<file path="config.mk">
export PLATFORM = sky130hd
export DESIGN_NAME = bist_continuous_mode_control
export DESIGN_NICKNAME = d
export VERILOG_FILES = /design/src/rtl/bist_cont_pkg.sv /design/src/rtl/bist_continuous_mode_control.sv
export VERILOG_INCLUDE_DIRS = /design/src /design/src/rtl
export SDC_FILE = /design/constraint.sdc
export NUM_CORES = 1
export LEC_CHECK = 0
export ABC_CLOCK_PERIOD_IN_PS = 3750
export BUFFER_PORTS_ARGS = -buffer_cell sky130_fd_sc_hd__buf_2
export CAP_MARGIN = 5
export CORE_ASPECT_RATIO = 1.2
export CORE_MARGIN = 2
export CORE_UTILIZATION = 30
export DETAILED_ROUTE_END_ITERATION = 12
export SYNTH_ARGS = -nofsm -noshare
export SYNTH_HDL_FRONTEND = slang
export SYNTH_SLANG_ARGS = --single-unit
</file>
<file path="constraint.sdc">
create_clock -name clock -period 3.75 [get_ports clock]
set_input_delay 0.1875 -clock clock [delete_from_list [all_inputs] [get_ports clock]]
set_output_delay 0.1875 -clock clock [all_outputs]
set_load 0.01 [all_outputs]
</file>
<file path="src/rtl/bist_cont_map.svh">
// Constants for the continuous self-test mode controller
`ifndef BIST_CONT_MAP_SVH
`define BIST_CONT_MAP_SVH
`define TEST_TIME_US 32'd60000
`define CLOCK_MHZ 32'd40
`define TIMER_WIDTH 32
`define MODE_NONE 3'h0
`define MODE_EYE 3'h1
`define MODE_CARRIER0 3'h2
`define MODE_CARRIER1 3'h3
`define MODE_CARRIER2 3'h4
`define MODE_CARRIER3 3'h5
`define ROLE_SOURCE 2'h0
`define ROLE_SINK 2'h1
`define ROLE_CABLE 2'h2
`endif

</file>
<file path="src/rtl/bist_cont_pkg.sv">
// Types for the continuous self-test mode controller
package bist_cont_pkg;
	typedef enum logic [3:0] {
		SourceReady, SinkReady, CableReady, EyeTest, Carrier0Test, Carrier1Test,
		Carrier2Test, Carrier3Test, ReturnDefault, DisconnectRecover
	} peState_t;
	typedef struct packed {
		peState_t state;
		logic [31:0] timer;
		logic [2:0] protoMode;
		logic toDefault;
		logic disconnect;
		logic contractActive;
		logic testActive;
	} state_t;
endpackage : bist_cont_pkg

</file>
<file path="src/rtl/bist_continuous_mode_control.sv">
// Policy-engine control of the continuous self-test modes and disconnect recovery
`timescale 1ns/10ps
`include "bist_cont_map.svh"
module bist_continuous_mode_control #(
	parameter int TEST_CYCLES = `TEST_TIME_US * `CLOCK_MHZ
) (
	input wire logic clock, // 40 MHz clock
	input wire logic resetn, // Async reset, active low
	input wire logic clockEnable, // Freezes all state when low
	input wire logic [1:0] portRole, // Source, sink or cable
	input wire logic testRequest, // Test request message pulse
	input wire logic [2:0] requestMode, // Requested test mode
	input wire logic busAtSafeLevel, // Bus at safe default level
	input wire logic operatorReset, // Operator reset of the unit
	input wire logic hardResetRx, // Hard reset signalling received
	input wire logic fatalError, // Error hard reset cannot fix
	input wire logic reconnected, // Partners reconnected over CC
	input wire logic contractMade, // Explicit contract established
	input wire logic defaultDone, // Transition to default finished
	output logic [2:0] protocolMode, // Test mode for protocol layer
	output logic testActive, // A continuous mode is running
	output logic toDefault, // In return-to-default state
	output logic disconnect, // Electrical disconnect request
	output logic contractActive, // Power contract in force
	output logic [3:0] peState // Current state code
);
	bist_cont_pkg::state_t cur_reg, cur_next;
	logic inReady, enterTest, leaveTest;

	// Idle ready state for a given role
	function automatic bist_cont_pkg::peState_t readyOf(input logic [1:0] role);
		if (role == `ROLE_CABLE) return bist_cont_pkg::CableReady;
		if (role == `ROLE_SINK) return bist_cont_pkg::SinkReady;
		return bist_cont_pkg::SourceReady;
	endfunction : readyOf

	// Exit target after a test mode
	function automatic bist_cont_pkg::peState_t exitOf(input logic [1:0] role);
		if (role == `ROLE_CABLE) return bist_cont_pkg::CableReady;
		return bist_cont_pkg::ReturnDefault;
	endfunction : exitOf

	// Entry and exit qualifiers
	// Port sits in one of the three ready states
	assign inReady = (cur_reg.state == bist_cont_pkg::SourceReady) ||
		(cur_reg.state == bist_cont_pkg::SinkReady) || (cur_reg.state == bist_cont_pkg::CableReady);
	// Valid request on a safe bus, nothing fatal pending
	assign enterTest = inReady && testRequest && busAtSafeLevel && !fatalError &&
		(requestMode != `MODE_NONE) && (requestMode <= `MODE_CARRIER3);
	// Timer expiry, operator reset or hard reset ends a test
	assign leaveTest = (cur_reg.timer == 32'h0) || operatorReset || hardResetRx;

	// Next-state logic
	always_comb begin
		cur_next = cur_reg;
		// Fatal error overrides every state
		if (fatalError) begin
			cur_next.state = bist_cont_pkg::DisconnectRecover;
			cur_next.protoMode = `MODE_NONE;
			cur_next.testActive = 1'b0;
			cur_next.disconnect = 1'b1;
			cur_next.contractActive = 1'b0;
			cur_next.toDefault = 1'b0;
		end else begin
			case (cur_reg.state)
				bist_cont_pkg::SourceReady, bist_cont_pkg::SinkReady,
				bist_cont_pkg::CableReady: begin
					if (contractMade) cur_next.contractActive = 1'b1;
					if (enterTest) begin
						// One mode at a time, timer loaded on entry
						cur_next.protoMode = requestMode;
						cur_next.timer = TEST_CYCLES[31:0] - 32'h1;
						cur_next.testActive = 1'b1;
						case (requestMode)
							`MODE_EYE: cur_next.state = bist_cont_pkg::EyeTest;
							`MODE_CARRIER0: cur_next.state = bist_cont_pkg::Carrier0Test;
							`MODE_CARRIER1: cur_next.state = bist_cont_pkg::Carrier1Test;
							`MODE_CARRIER2: cur_next.state = bist_cont_pkg::Carrier2Test;
							default: cur_next.state = bist_cont_pkg::Carrier3Test;
						endcase
					end else if (cur_reg.state != readyOf(portRole)) begin
						// Follow a role change to its own ready state
						cur_next.state = readyOf(portRole);
					end
				end
				bist_cont_pkg::EyeTest, bist_cont_pkg::Carrier0Test, bist_cont_pkg::Carrier1Test,
				bist_cont_pkg::Carrier2Test, bist_cont_pkg::Carrier3Test: begin
					if (leaveTest) begin
						// Exit to default or cable ready as the role fits
						cur_next.state = exitOf(portRole);
						cur_next.protoMode = `MODE_NONE;
						cur_next.testActive = 1'b0;
						cur_next.toDefault = (portRole != `ROLE_CABLE);
					end else begin
						// Count down one enabled cycle
						cur_next.timer = cur_reg.timer - 32'h1;
					end
				end
				bist_cont_pkg::ReturnDefault: begin
					// Wait for the default transition to finish
					if (defaultDone) begin
						cur_next.state = readyOf(portRole);
						cur_next.toDefault = 1'b0;
					end
				end
				bist_cont_pkg::DisconnectRecover: begin
					// Fresh contract expected once partners reconnect
					if (reconnected) begin
						cur_next.state = readyOf(portRole);
						cur_next.disconnect = 1'b0;
					end
				end
				default: cur_next.state = readyOf(portRole);
			endcase
		end
	end

	// State register
	always_ff @(posedge clock or negedge resetn) begin
		if (!resetn) begin
			// All outputs low, source ready
			cur_reg <= '{state: bist_cont_pkg::SourceReady, timer: 32'h0, protoMode: `MODE_NONE,
				toDefault: 1'b0, disconnect: 1'b0, contractActive: 1'b0, testActive: 1'b0};
		end else if (clockEnable) begin
			cur_reg <= cur_next;
		end
	end

	// Outputs straight from state
	assign protocolMode = cur_reg.protoMode;
	assign testActive = cur_reg.testActive;
	assign toDefault = cur_reg.toDefault;
	assign disconnect = cur_reg.disconnect;
	assign contractActive = cur_reg.contractActive;
	assign peState = cur_reg.state;

	// Checks
	entry_needs_safe_a: assert property (@(posedge clock) disable iff (!resetn)
		(clockEnable && $rose(testActive)) |-> $past(busAtSafeLevel) && $past(testRequest))
		else $error("test entered without safe bus and request");
	mode_matches_req_a: assert property (@(posedge clock) disable iff (!resetn)
		(clockEnable && $rose(testActive)) |-> protocolMode == $past(requestMode))
		else $error("protocol mode differs from request");
	mode_and_active_a: assert property (@(posedge clock) disable iff (!resetn)
		testActive == (protocolMode != `MODE_NONE))
		else $error("active flag and mode disagree");

	// Exit checks
	operator_exit_a: assert property (@(posedge clock) disable iff (!resetn)
		(clockEnable && testActive && operatorReset && !fatalError) |=> !testActive)
		else $error("operator reset did not end test");
	hard_reset_a: assert property (@(posedge clock) disable iff (!resetn)
		(clockEnable && testActive && hardResetRx && !fatalError && portRole != `ROLE_CABLE)
		|=> toDefault)
		else $error("hard reset did not go to default");
	cable_exit_a: assert property (@(posedge clock) disable iff (!resetn)
		(clockEnable && testActive && operatorReset && !fatalError && portRole == `ROLE_CABLE)
		|=> peState == bist_cont_pkg::CableReady && !toDefault)
		else $error("cable did not return to ready");

	// Recovery checks
	recovery_disc_a: assert property (@(posedge clock) disable iff (!resetn)
		(clockEnable && fatalError) |=> disconnect && !testActive)
		else $error("recovery did not disconnect");
	contract_end_a: assert property (@(posedge clock) disable iff (!resetn)
		(clockEnable && fatalError) |=> !contractActive)
		else $error("contract survived recovery");

	// Refusals and state mapping
	no_entry_unsafe_a: assert property (@(posedge clock) disable iff (!resetn)
		(clockEnable && !testActive && !busAtSafeLevel) |=> !testActive)
		else $error("test entered with bus not at safe level");
	eye_state_a: assert property (@(posedge clock) disable iff (!resetn)
		(testActive && protocolMode == `MODE_EYE) |->
		peState == bist_cont_pkg::EyeTest)
		else $error("eye mode not in eye test state");
	carrier0_state_a: assert property (@(posedge clock) disable iff (!resetn)
		(testActive && protocolMode == `MODE_CARRIER0) |->
		peState == bist_cont_pkg::Carrier0Test)
		else $error("carrier 0 mode not in its test state");
	carrier1_state_a: assert property (@(posedge clock) disable iff (!resetn)
		(testActive && protocolMode == `MODE_CARRIER1) |->
		peState == bist_cont_pkg::Carrier1Test)
		else $error("carrier 1 mode not in its test state");
	carrier2_state_a: assert property (@(posedge clock) disable iff (!resetn)
		(testActive && protocolMode == `MODE_CARRIER2) |->
		peState == bist_cont_pkg::Carrier2Test)
		else $error("carrier 2 mode not in its test state");
	carrier3_state_a: assert property (@(posedge clock) disable iff (!resetn)
		(testActive && protocolMode == `MODE_CARRIER3) |->
		peState == bist_cont_pkg::Carrier3Test)
		else $error("carrier 3 mode not in its test state");
	// Timer load and expiry
	timer_load_a: assert property (@(posedge clock) disable iff (!resetn)
		$rose(testActive) |-> cur_reg.timer == TEST_CYCLES[31:0] - 32'h1)
		else $error("test timer not loaded on entry");
	timer_expiry_a: assert property (@(posedge clock) disable iff (!resetn)
		(clockEnable && testActive && cur_reg.timer == 32'h0) |=> !testActive)
		else $error("test outlived its timer");
	// Leaving the default and recovery states
	default_done_a: assert property (@(posedge clock) disable iff (!resetn)
		(clockEnable && peState == bist_cont_pkg::ReturnDefault && defaultDone &&
		!fatalError) |=> !toDefault && !testActive)
		else $error("return to default did not finish");
	recovery_exit_a: assert property (@(posedge clock) disable iff (!resetn)
		(clockEnable && peState == bist_cont_pkg::DisconnectRecover && reconnected &&
		!fatalError) |=> !disconnect && !contractActive)
		else $error("recovery did not release disconnect");

	// Scenario covers
	cover_eye_c: cover property (@(posedge clock) peState == bist_cont_pkg::EyeTest);
	cover_carrier3_c: cover property (@(posedge clock) peState == bist_cont_pkg::Carrier3Test);
	cover_recover_c: cover property (@(posedge clock) peState == bist_cont_pkg::DisconnectRecover);
	cover_default_c: cover property (@(posedge clock) peState == bist_cont_pkg::ReturnDefault);
	cover_cable_exit_c: cover property (@(posedge clock)
		$fell(testActive) && peState == bist_cont_pkg::CableReady);
endmodule : bist_continuous_mode_control

</file>
==> impl_results.rst, run 1 <==
.. list-table::
   :header-rows: 1

   * - Metric
     - Value
   * - Hold Buf Count CTS
     - 0
   * - Flip-flop count of the largest register, all copies and words added
     - 32
   * - P_leak
     - ~1.2 nW
   * - Fraction of the mapped netlist area in compound gates
     - 0.1059
   * - Worst-case reg-to-reg path depth
     - 8
   * - Startpoint types
     - register
   * - Post-Syn Nets
     - 300
   * - Crit path capture
     - peState[1]
   * - End of the worst register-to-register path
     - peState[1]
   * - Min-delay worst type
     - input pin to asynchronous set/reset pin
   * - Number of iterations in the first detailed-routing pass
     - 4
   * - CP endpoint kind
     - register
   * - Number of rows created at floorplan
     - 36
   * - Critical path class
     - register to register
   * - Met2 Resource Use GR
     - 0.2277
   * - Initial antenna violation count
     - 0
   * - Busiest grt layer
     - met2
   * - Number of vias after detailed routing
     - 2191
   * - Number of enable-type register cells in the synthesized netlist
     - 0
   * - Die Span X
     - 88.41 um
   * - Synth Area in Adders
     - 0.009756
   * - Max Transition Viols Final
     - 0
   * - Worst reg2reg startpoint
     - cur_reg[7]
   * - Commonest register cell after synthesis
     - sky130_fd_sc_hd__dfrtp_1
   * - Data arrival time of the critical path
     - between 3 and 4 ns
   * - Number of antenna diodes
     - 0
   * - Number of register bits inferred by synthesis
     - 43
   * - Post-synth top area share
     - 0.4195
   * - Synthesized area
     - about 0.0026 sq mm
   * - Final-stage net count
     - 320
   * - Power dissipated by switching net loads
     - around 0.64 mW
   * - Fmax
     - between 300 and 400 MHz
   * - Drc violations
     - 0
   * - Overflow left after global routing
     - 0
   * - Sequential-to-total area share from yosys stat
     - 0.4195
   * - Number of placed I/O pins
     - 27
   * - Warnings from Yosys
     - 0
   * - Num CTS Buffers
     - 5
   * - Tcrit/Tclk final
     - 0.8559
   * - Part of the total power dissipated in sequential elements
     - 0.465
   * - Logic gate share of total power
     - 0.356
   * - RD Place Congestion
     - ~0.85
   * - Fraction of met3 tracks used by global routing
     - 0.02897
   * - Share of post-route cells with drive strength above 1
     - 0.1749
   * - Most frequent cells after synthesis
     - sky130_fd_sc_hd__dfrtp_1, sky130_fd_sc_hd__nor2_1, sky130_fd_sc_hd__nand2_1, sky130_fd_sc_hd__nor3_1, sky130_fd_sc_hd__nor4_1
   * - Post-Synthesis Mean Instance Area
     - between 9 and 10 sq um
   * - Number of vias per cell
     - approximately 5.3
   * - Clk sinks
     - 43
   * - Critical path required time
     - approximately 3.9 ns
   * - 1st-iter DRT viols
     - roughly 130
   * - Number of nets still failing antenna checks after routing
     - 0
   * - Setup slack, reg-to-reg
     - between 0.5 and 0.6 ns
   * - Final Power
     - roughly 1.6 mW
   * - Mux cell area share after synthesis
     - 0.01707
   * - Clk Latency, worst-skew pair
     - about 0.30 ns
   * - Dpl hpwl
     - around 4300 um
   * - Dominant combinational cell family by area after synthesis
     - simple AND/OR/NAND/NOR gates
   * - Power density relative to cell area
     - roughly 560 mW/mm^2
   * - Transition at the pin with the smallest max-transition slack
     - 0.9674 ns
   * - Root buffer cell
     - sky130_fd_sc_hd__clkbuf_8
   * - GRT Util Overall
     - 0.1401
   * - Mapped Cells
     - roughly 280
   * - Fin Setup TNS
     - 0 ns
   * - Post-CTS Setup Repair Bufs
     - 0
   * - Total wire length after detailed routing
     - about 6000 um
   * - Total core area
     - 0.008198 sq mm
   * - Total die area
     - 0.009309 sq mm
   * - Setup-violating endpoint count in the final report
     - 0
   * - Proportion of register bits with asynchronous set or reset after synthesis
     - 1.000
   * - Mean routed wirelength per cell
     - between 10 and 15 um
   * - Most used standard cell by instance count after synthesis
     - sky130_fd_sc_hd__dfrtp_1
   * - Critical path origin
     - cur_reg[7]
   * - Number of gates resized after cts
     - 0
   * - Result of the run
     - finished, final reports clean
   * - CP max FO
     - 5
   * - Area added between synthesis and finish
     - 11.02%
   * - Switching Share
     - 0.3963
   * - Max-cap check violation count
     - 0
   * - Unrepaired setup endpoints after global routing
     - no
   * - Clk slew on worst S/H paths
     - approximately 0.080 ns
   * - Final Hold Violating Endpoints
     - 0
   * - H-tree depth
     - 2
   * - Synth cell types
     - 53
   * - Largest net degree at the start of global routing
     - 44
   * - Final setup skew
     - ~0.0044 ns
   * - P_int
     - 0.9712 mW
   * - Height of the die
     - 105.3 um
   * - Bufs on Longest Clock Path
     - 2
   * - Cell types with the largest area share after synthesis
     - sky130_fd_sc_hd__dfrtp_1, sky130_fd_sc_hd__nor2_1, sky130_fd_sc_hd__xnor2_1
   * - Maximum VDD drop
     - ~0.00028 V
   * - Global routing usage on met1
     - 0.1820
   * - Pre-CTS setup slack
     - 0.5732 ns
   * - Wire length of the first global-routing pass
     - between 10000 and 15000 um
   * - Final min period
     - 3.210 ns
   * - Share of power burned in the clock network
     - 0.179
   * - Relative max-transition margin
     - 0.3551
   * - Worst Setup Slack, final
     - 0.5404 ns
   * - Post-synthesis share of cell area spent on xor and xnor gates
     - 0.08195
   * - Number of buffer cells added on primary ports
     - 26
   * - Number of global-route vias before repair
     - around 2200
   * - Largest area contributor in the netlist
     - sky130_fd_sc_hd__dfrtp_1
   * - Starting Density
     - 0.3129
   * - Clock tree from TritonCTS
     - done
   * - Synthesized-area fraction occupied by and/or/nand/nor cells
     - 0.3195
==> critical path, cell delays in order (launching register included) <==
cell and delay [ns]:
sky130_fd_sc_hd__dfrtp_1 0.43, sky130_fd_sc_hd__inv_1 0.12, sky130_fd_sc_hd__ha_1 0.15, sky130_fd_sc_hd__or4b_2 0.61
sky130_fd_sc_hd__or4_1 0.60, sky130_fd_sc_hd__nor3_1 0.29, sky130_fd_sc_hd__o21ai_1 0.16, sky130_fd_sc_hd__a211oi_2 0.36
sky130_fd_sc_hd__mux2_2 0.38
==> through the flow <==
step                      utilization  hold WS, ns  std cells  instance area (sq um)
after floorplan                     -      -0.1081        282                   2565
after global routing           0.3474       0.1176        417                   2848
after detailed placement       0.3371       0.4130        409                   2764
final                          0.3474      0.03715        417                   2848
after CTS                      0.3474      0.07951        417                   2848
after global placement         0.3371       0.3970        409                   2764
==> how the worst min path moves through the flow <==
stage	start	endpoint	slack, ns
after global placement	resetn	peState[2]	0.40
after CTS	resetn	peState[2]	0.08
after floorplan	resetn	contractActive	-0.11
after detailed placement	resetn	peState[2]	0.41
final	resetn	peState[3]	0.04
after global routing	resetn	peState[3]	0.12
==> layout make-up <==
| type | count | area, sq um |
|---|---|---|
| fill | 881 | 5350 |
| multi-input combinational | 218 | 1370 |
| sequential | 43 | 1076 |
| timing repair buffer | 30 | 160.2 |
| tap | 114 | 142.6 |
| clock buffer | 5 | 68.82 |
| clock inverter | 3 | 15.01 |
| inverter | 4 | 15.01 |
==> cell usage in the layout, fill, tap and decap left out, types with 3 or more instances in the layout <==
cell                       netlist  final
sky130_fd_sc_hd__dfrtp_1        43     43
sky130_fd_sc_hd__nor2_1         32     32
sky130_fd_sc_hd__nand2_1        26     26
sky130_fd_sc_hd__buf_2           2     26
sky130_fd_sc_hd__nor3_1         17     17
sky130_fd_sc_hd__nor4_1         15     15
sky130_fd_sc_hd__nand3_1        14     14
sky130_fd_sc_hd__xnor2_1        13     13
sky130_fd_sc_hd__xor2_1         11     11
sky130_fd_sc_hd__a21oi_1         9      9
sky130_fd_sc_hd__or4_1           8      8
sky130_fd_sc_hd__or3_1           6      6
sky130_fd_sc_hd__o21ai_0         6      6
sky130_fd_sc_hd__clkbuf_8        0      5
sky130_fd_sc_hd__inv_1           4      4
sky130_fd_sc_hd__o31a_1          4      4
sky130_fd_sc_hd__and3_1          4      4
sky130_fd_sc_hd__buf_4           8      4
sky130_fd_sc_hd__a31oi_1         3      3
sky130_fd_sc_hd__mux2_2          3      3
sky130_fd_sc_hd__nand4_1         3      3
sky130_fd_sc_hd__o31ai_1         3      3
sky130_fd_sc_hd__clkinv_2        0      3
==> cell families (layout without fill, tap and decap cells) <==
group                      after synthesis  count (layout)
AOI/OAI and AO/OA                       39              39
xor gates and xnor gates                24              24
adders and majority gates                2               2
buffers and inverters                   21              42
DFF                                     43              43
muxes                                    4               4
and+or+nand+nor                        149             149
==> power by group through the flow <==
stage	Sequential, mW	Combinational, mW	Clock [mW]
global placement	0.748	0.561	0
floorplan	0.716	0.461	0
finish	0.748	0.573	0.288
CTS	0.746	0.574	0.299
global route	0.773	0.657	0.319
detailed placement	0.754	0.568	0
==> routing by layer <==
metal | up-vias | share of wire | routed length [um]
met5 | - | 0 | 0
met4 | 0 | 0.022 | 134
met3 | 12 | 0.048 | 289
met2 | 62 | 0.50 | 2963
met1 | 1048 | 0.43 | 2588
li1 | 1069 | - | -
(Power assumes the default switching activity.)
==> run 2: changes to the inputs <==
Settings changed: HOLD_SLACK_MARGIN set to 0.15.
==> run 2 against run 1 <==
  * Setup slack improved by 0.0072 ns
  * Critical path depth stayed put
  * Register-to-register slack about the same
  * Core utilization rose by 0.12 points
  * Worst hold slack improved by 0.14 ns
  * Largest power group unchanged
==> impl_results.rst, run 2 (synthesis gave the netlist of run 1 again) <==
.. list-table::
   :header-rows: 1

   * - Metric
     - Value
   * - Tcrit/Tclk final
     - 0.8540
   * - Clock tree from TritonCTS
     - done
   * - Cell count after placement
     - around 410
   * - Pre-CTS setup slack
     - around 0.57 ns
   * - Fin Setup TNS
     - 0 ns
   * - CP max FO
     - 5
   * - Series of cell instances along the critical path
     - inv_1 > ha_1 > or4b_2 > or4_1 > nor3_1 > o21ai_1 > a211oi_2 > mux2_2
   * - Post-CTS Setup Repair Bufs
     - 0
   * - Number of buffer cells added on primary ports
     - 26
   * - Critical path origin
     - cur_reg[7]
   * - Cell class contributing the biggest share of worst-path delay
     - simple AND/OR/NAND/NOR gates
   * - Dpl hpwl
     - around 4300 um
   * - Cell with the largest stage delay on the worst path
     - sky130_fd_sc_hd__or4b_2
   * - Final-stage net count
     - 321
   * - Delay of the slowest cell on the worst path
     - 0.61 ns
   * - Bufs on Longest Clock Path
     - 2
   * - Worst Setup Slack, final
     - around 0.55 ns
   * - Most frequent cells in the layout
     - sky130_fd_sc_hd__dfrtp_1, sky130_fd_sc_hd__nor2_1, sky130_fd_sc_hd__nand2_1, sky130_fd_sc_hd__buf_2, sky130_fd_sc_hd__nor3_1
   * - Num CTS Buffers
     - 5
   * - Data arrival time of the critical path
     - about 3.4 ns
   * - Final min period
     - around 3.2 ns
   * - Worst reg2reg startpoint
     - cur_reg[7]
   * - Final core occ
     - 0.3486
   * - Critical path required time
     - between 3 and 4 ns
   * - Most common library cell in the layout ignoring fill and taps
     - sky130_fd_sc_hd__dfrtp_1
   * - Share of post-route cells with drive strength above 1
     - 0.1743
   * - Height of the die
     - 105.3 um
   * - Power density relative to cell area
     - approximately 560 mW/mm^2
   * - Final Hold Violating Endpoints
     - 0
   * - Final setup skew
     - ~0.0047 ns
   * - Maximum VDD drop
     - about 0.00028 V
   * - Fmax
     - around 310 MHz
   * - Initial antenna violation count
     - 0
   * - Total wire length after detailed routing
     - 5974 um
   * - Max-cap check violation count
     - 0
   * - Flip-flop count of the largest register, all copies and words added
     - 32
   * - Area added between synthesis and finish
     - 11.41%
   * - RD Place Congestion
     - ~0.85
   * - Die Span X
     - just under 90 um
   * - Result of the run
     - finished, final reports clean
   * - Crit path buf inv count
     - 1
   * - P_leak
     - around 1.2 nW
   * - Min-delay worst type
     - input pin to register
   * - H-tree depth
     - 2
   * - Relative max-transition margin
     - 0.3465
   * - Startpoint types
     - register
   * - Root buffer cell
     - sky130_fd_sc_hd__clkbuf_8
   * - Worst Min Path Start
     - requestMode[0]
   * - Hold Buf Count CTS
     - 1
   * - Total die area
     - between 0.009 and 0.01 sq mm
   * - Mean routed wirelength per cell
     - 14.29 um
   * - Number of iterations in the first detailed-routing pass
     - 4
   * - 1st-iter DRT viols
     - around 130
   * - Clk Latency, worst-skew pair
     - 0.30 ns
   * - Starting Density
     - 0.3129
   * - Number of vias after detailed routing
     - 2188
   * - Number of global-route vias before repair
     - between 2000 and 2500
   * - Number of vias per cell
     - roughly 5.2
   * - Overflow left after global routing
     - 0
   * - GRT Util Overall
     - 0.1401
   * - Unrepaired setup endpoints after global routing
     - no
   * - Setup-violating endpoint count in the final report
     - 0
   * - Largest net degree at the start of global routing
     - between 40 and 50
   * - Max Transition Viols Final
     - 0
   * - Final Power
     - approximately 1.6 mW
   * - Count of non-filler cells in the finished layout
     - about 420
   * - Critical path class
     - register to register
   * - Number of placed I/O pins
     - 27
   * - Number of antenna diodes
     - 0
   * - Number of rows created at floorplan
     - 36
   * - Clk sinks
     - 43
   * - CP endpoint kind
     - register
   * - Drc violations
     - 0
   * - Number of nets still failing antenna checks after routing
     - 0
   * - Transition at the pin with the smallest max-transition slack
     - just under 1 ns
   * - Clk slew on worst S/H paths
     - approximately 0.08 ns
   * - Wire length of the first global-routing pass
     - about 10000 um
   * - Total core area
     - between 0.008 and 0.009 sq mm
   * - Number of gates resized after cts
     - 0
run 2: cell count changes in the layout (fill, tap and decap cells not counted), sizes merged:
| cell | delta |
|---|---|
| dlygate4sd3 | +1 |
run 2: power by group:
group,switching (mW),leakage (nW),internal [mW]
logic,0.321,0.638,0.253
clock network,0.160,0.0477,0.128
registers,0.156,0.563,0.591
run 2: path summary, 6_finish.rpt:
kind	endpoint	slack, ns	depth (start not counted)
hold reg to reg	protocolMode[2]	0.49	2
hold / removal	protocolMode[0]	0.17	2
setup / recovery	peState[1]	0.55	8
setup reg to reg	peState[1]	0.55	8
max in group asynchronous	cur_reg[22]	2.56	2
min in group asynchronous	peState[3]	0.58	2
run 2: metal layers:
| layer | global-route usage | vias up | share of wire |
|---|---|---|---|
| met3 | 0.02897 | 15 | 0.046 |
| met2 | 0.2277 | 64 | 0.49 |
| met4 | 0.05087 | 0 | 0.025 |
| met1 | 0.1820 | 1037 | 0.44 |
| met5 | 0 | - | 0 |
| li1 | - | 1072 | - |
run 2: final cells by class:
cell class / instances / area [sq um]
Fill cell: 878 / 5340
Multi-Input combinational cell: 218 / 1370
Sequential cell: 43 / 1076
Timing Repair Buffer: 31 / 170.2
Tap cell: 114 / 142.6
Clock buffer: 5 / 68.82
Clock inverter: 3 / 15.01
Inverter: 4 / 15.01
run 2: worst reg2reg max path: stages (launching register included):
cell and delay (ns):
sky130_fd_sc_hd__dfrtp_1 0.43, sky130_fd_sc_hd__inv_1 0.12, sky130_fd_sc_hd__ha_1 0.15, sky130_fd_sc_hd__or4b_2 0.61, sky130_fd_sc_hd__or4_1 0.60, sky130_fd_sc_hd__nor3_1 0.29, sky130_fd_sc_hd__o21ai_1 0.16, sky130_fd_sc_hd__a211oi_2 0.36
sky130_fd_sc_hd__mux2_2 0.38
run 2: through the flow:
step | area [sq um] | hold slack, ns
2_1_floorplan | 2565 | -0.1081
5_1_grt | 2858 | 0.1805
3_5_place_dp | 2764 | 0.4130
3_3_place_gp | 2764 | 0.3970
4_1_cts | 2858 | 0.1697
6_report | 2858 | 0.1730
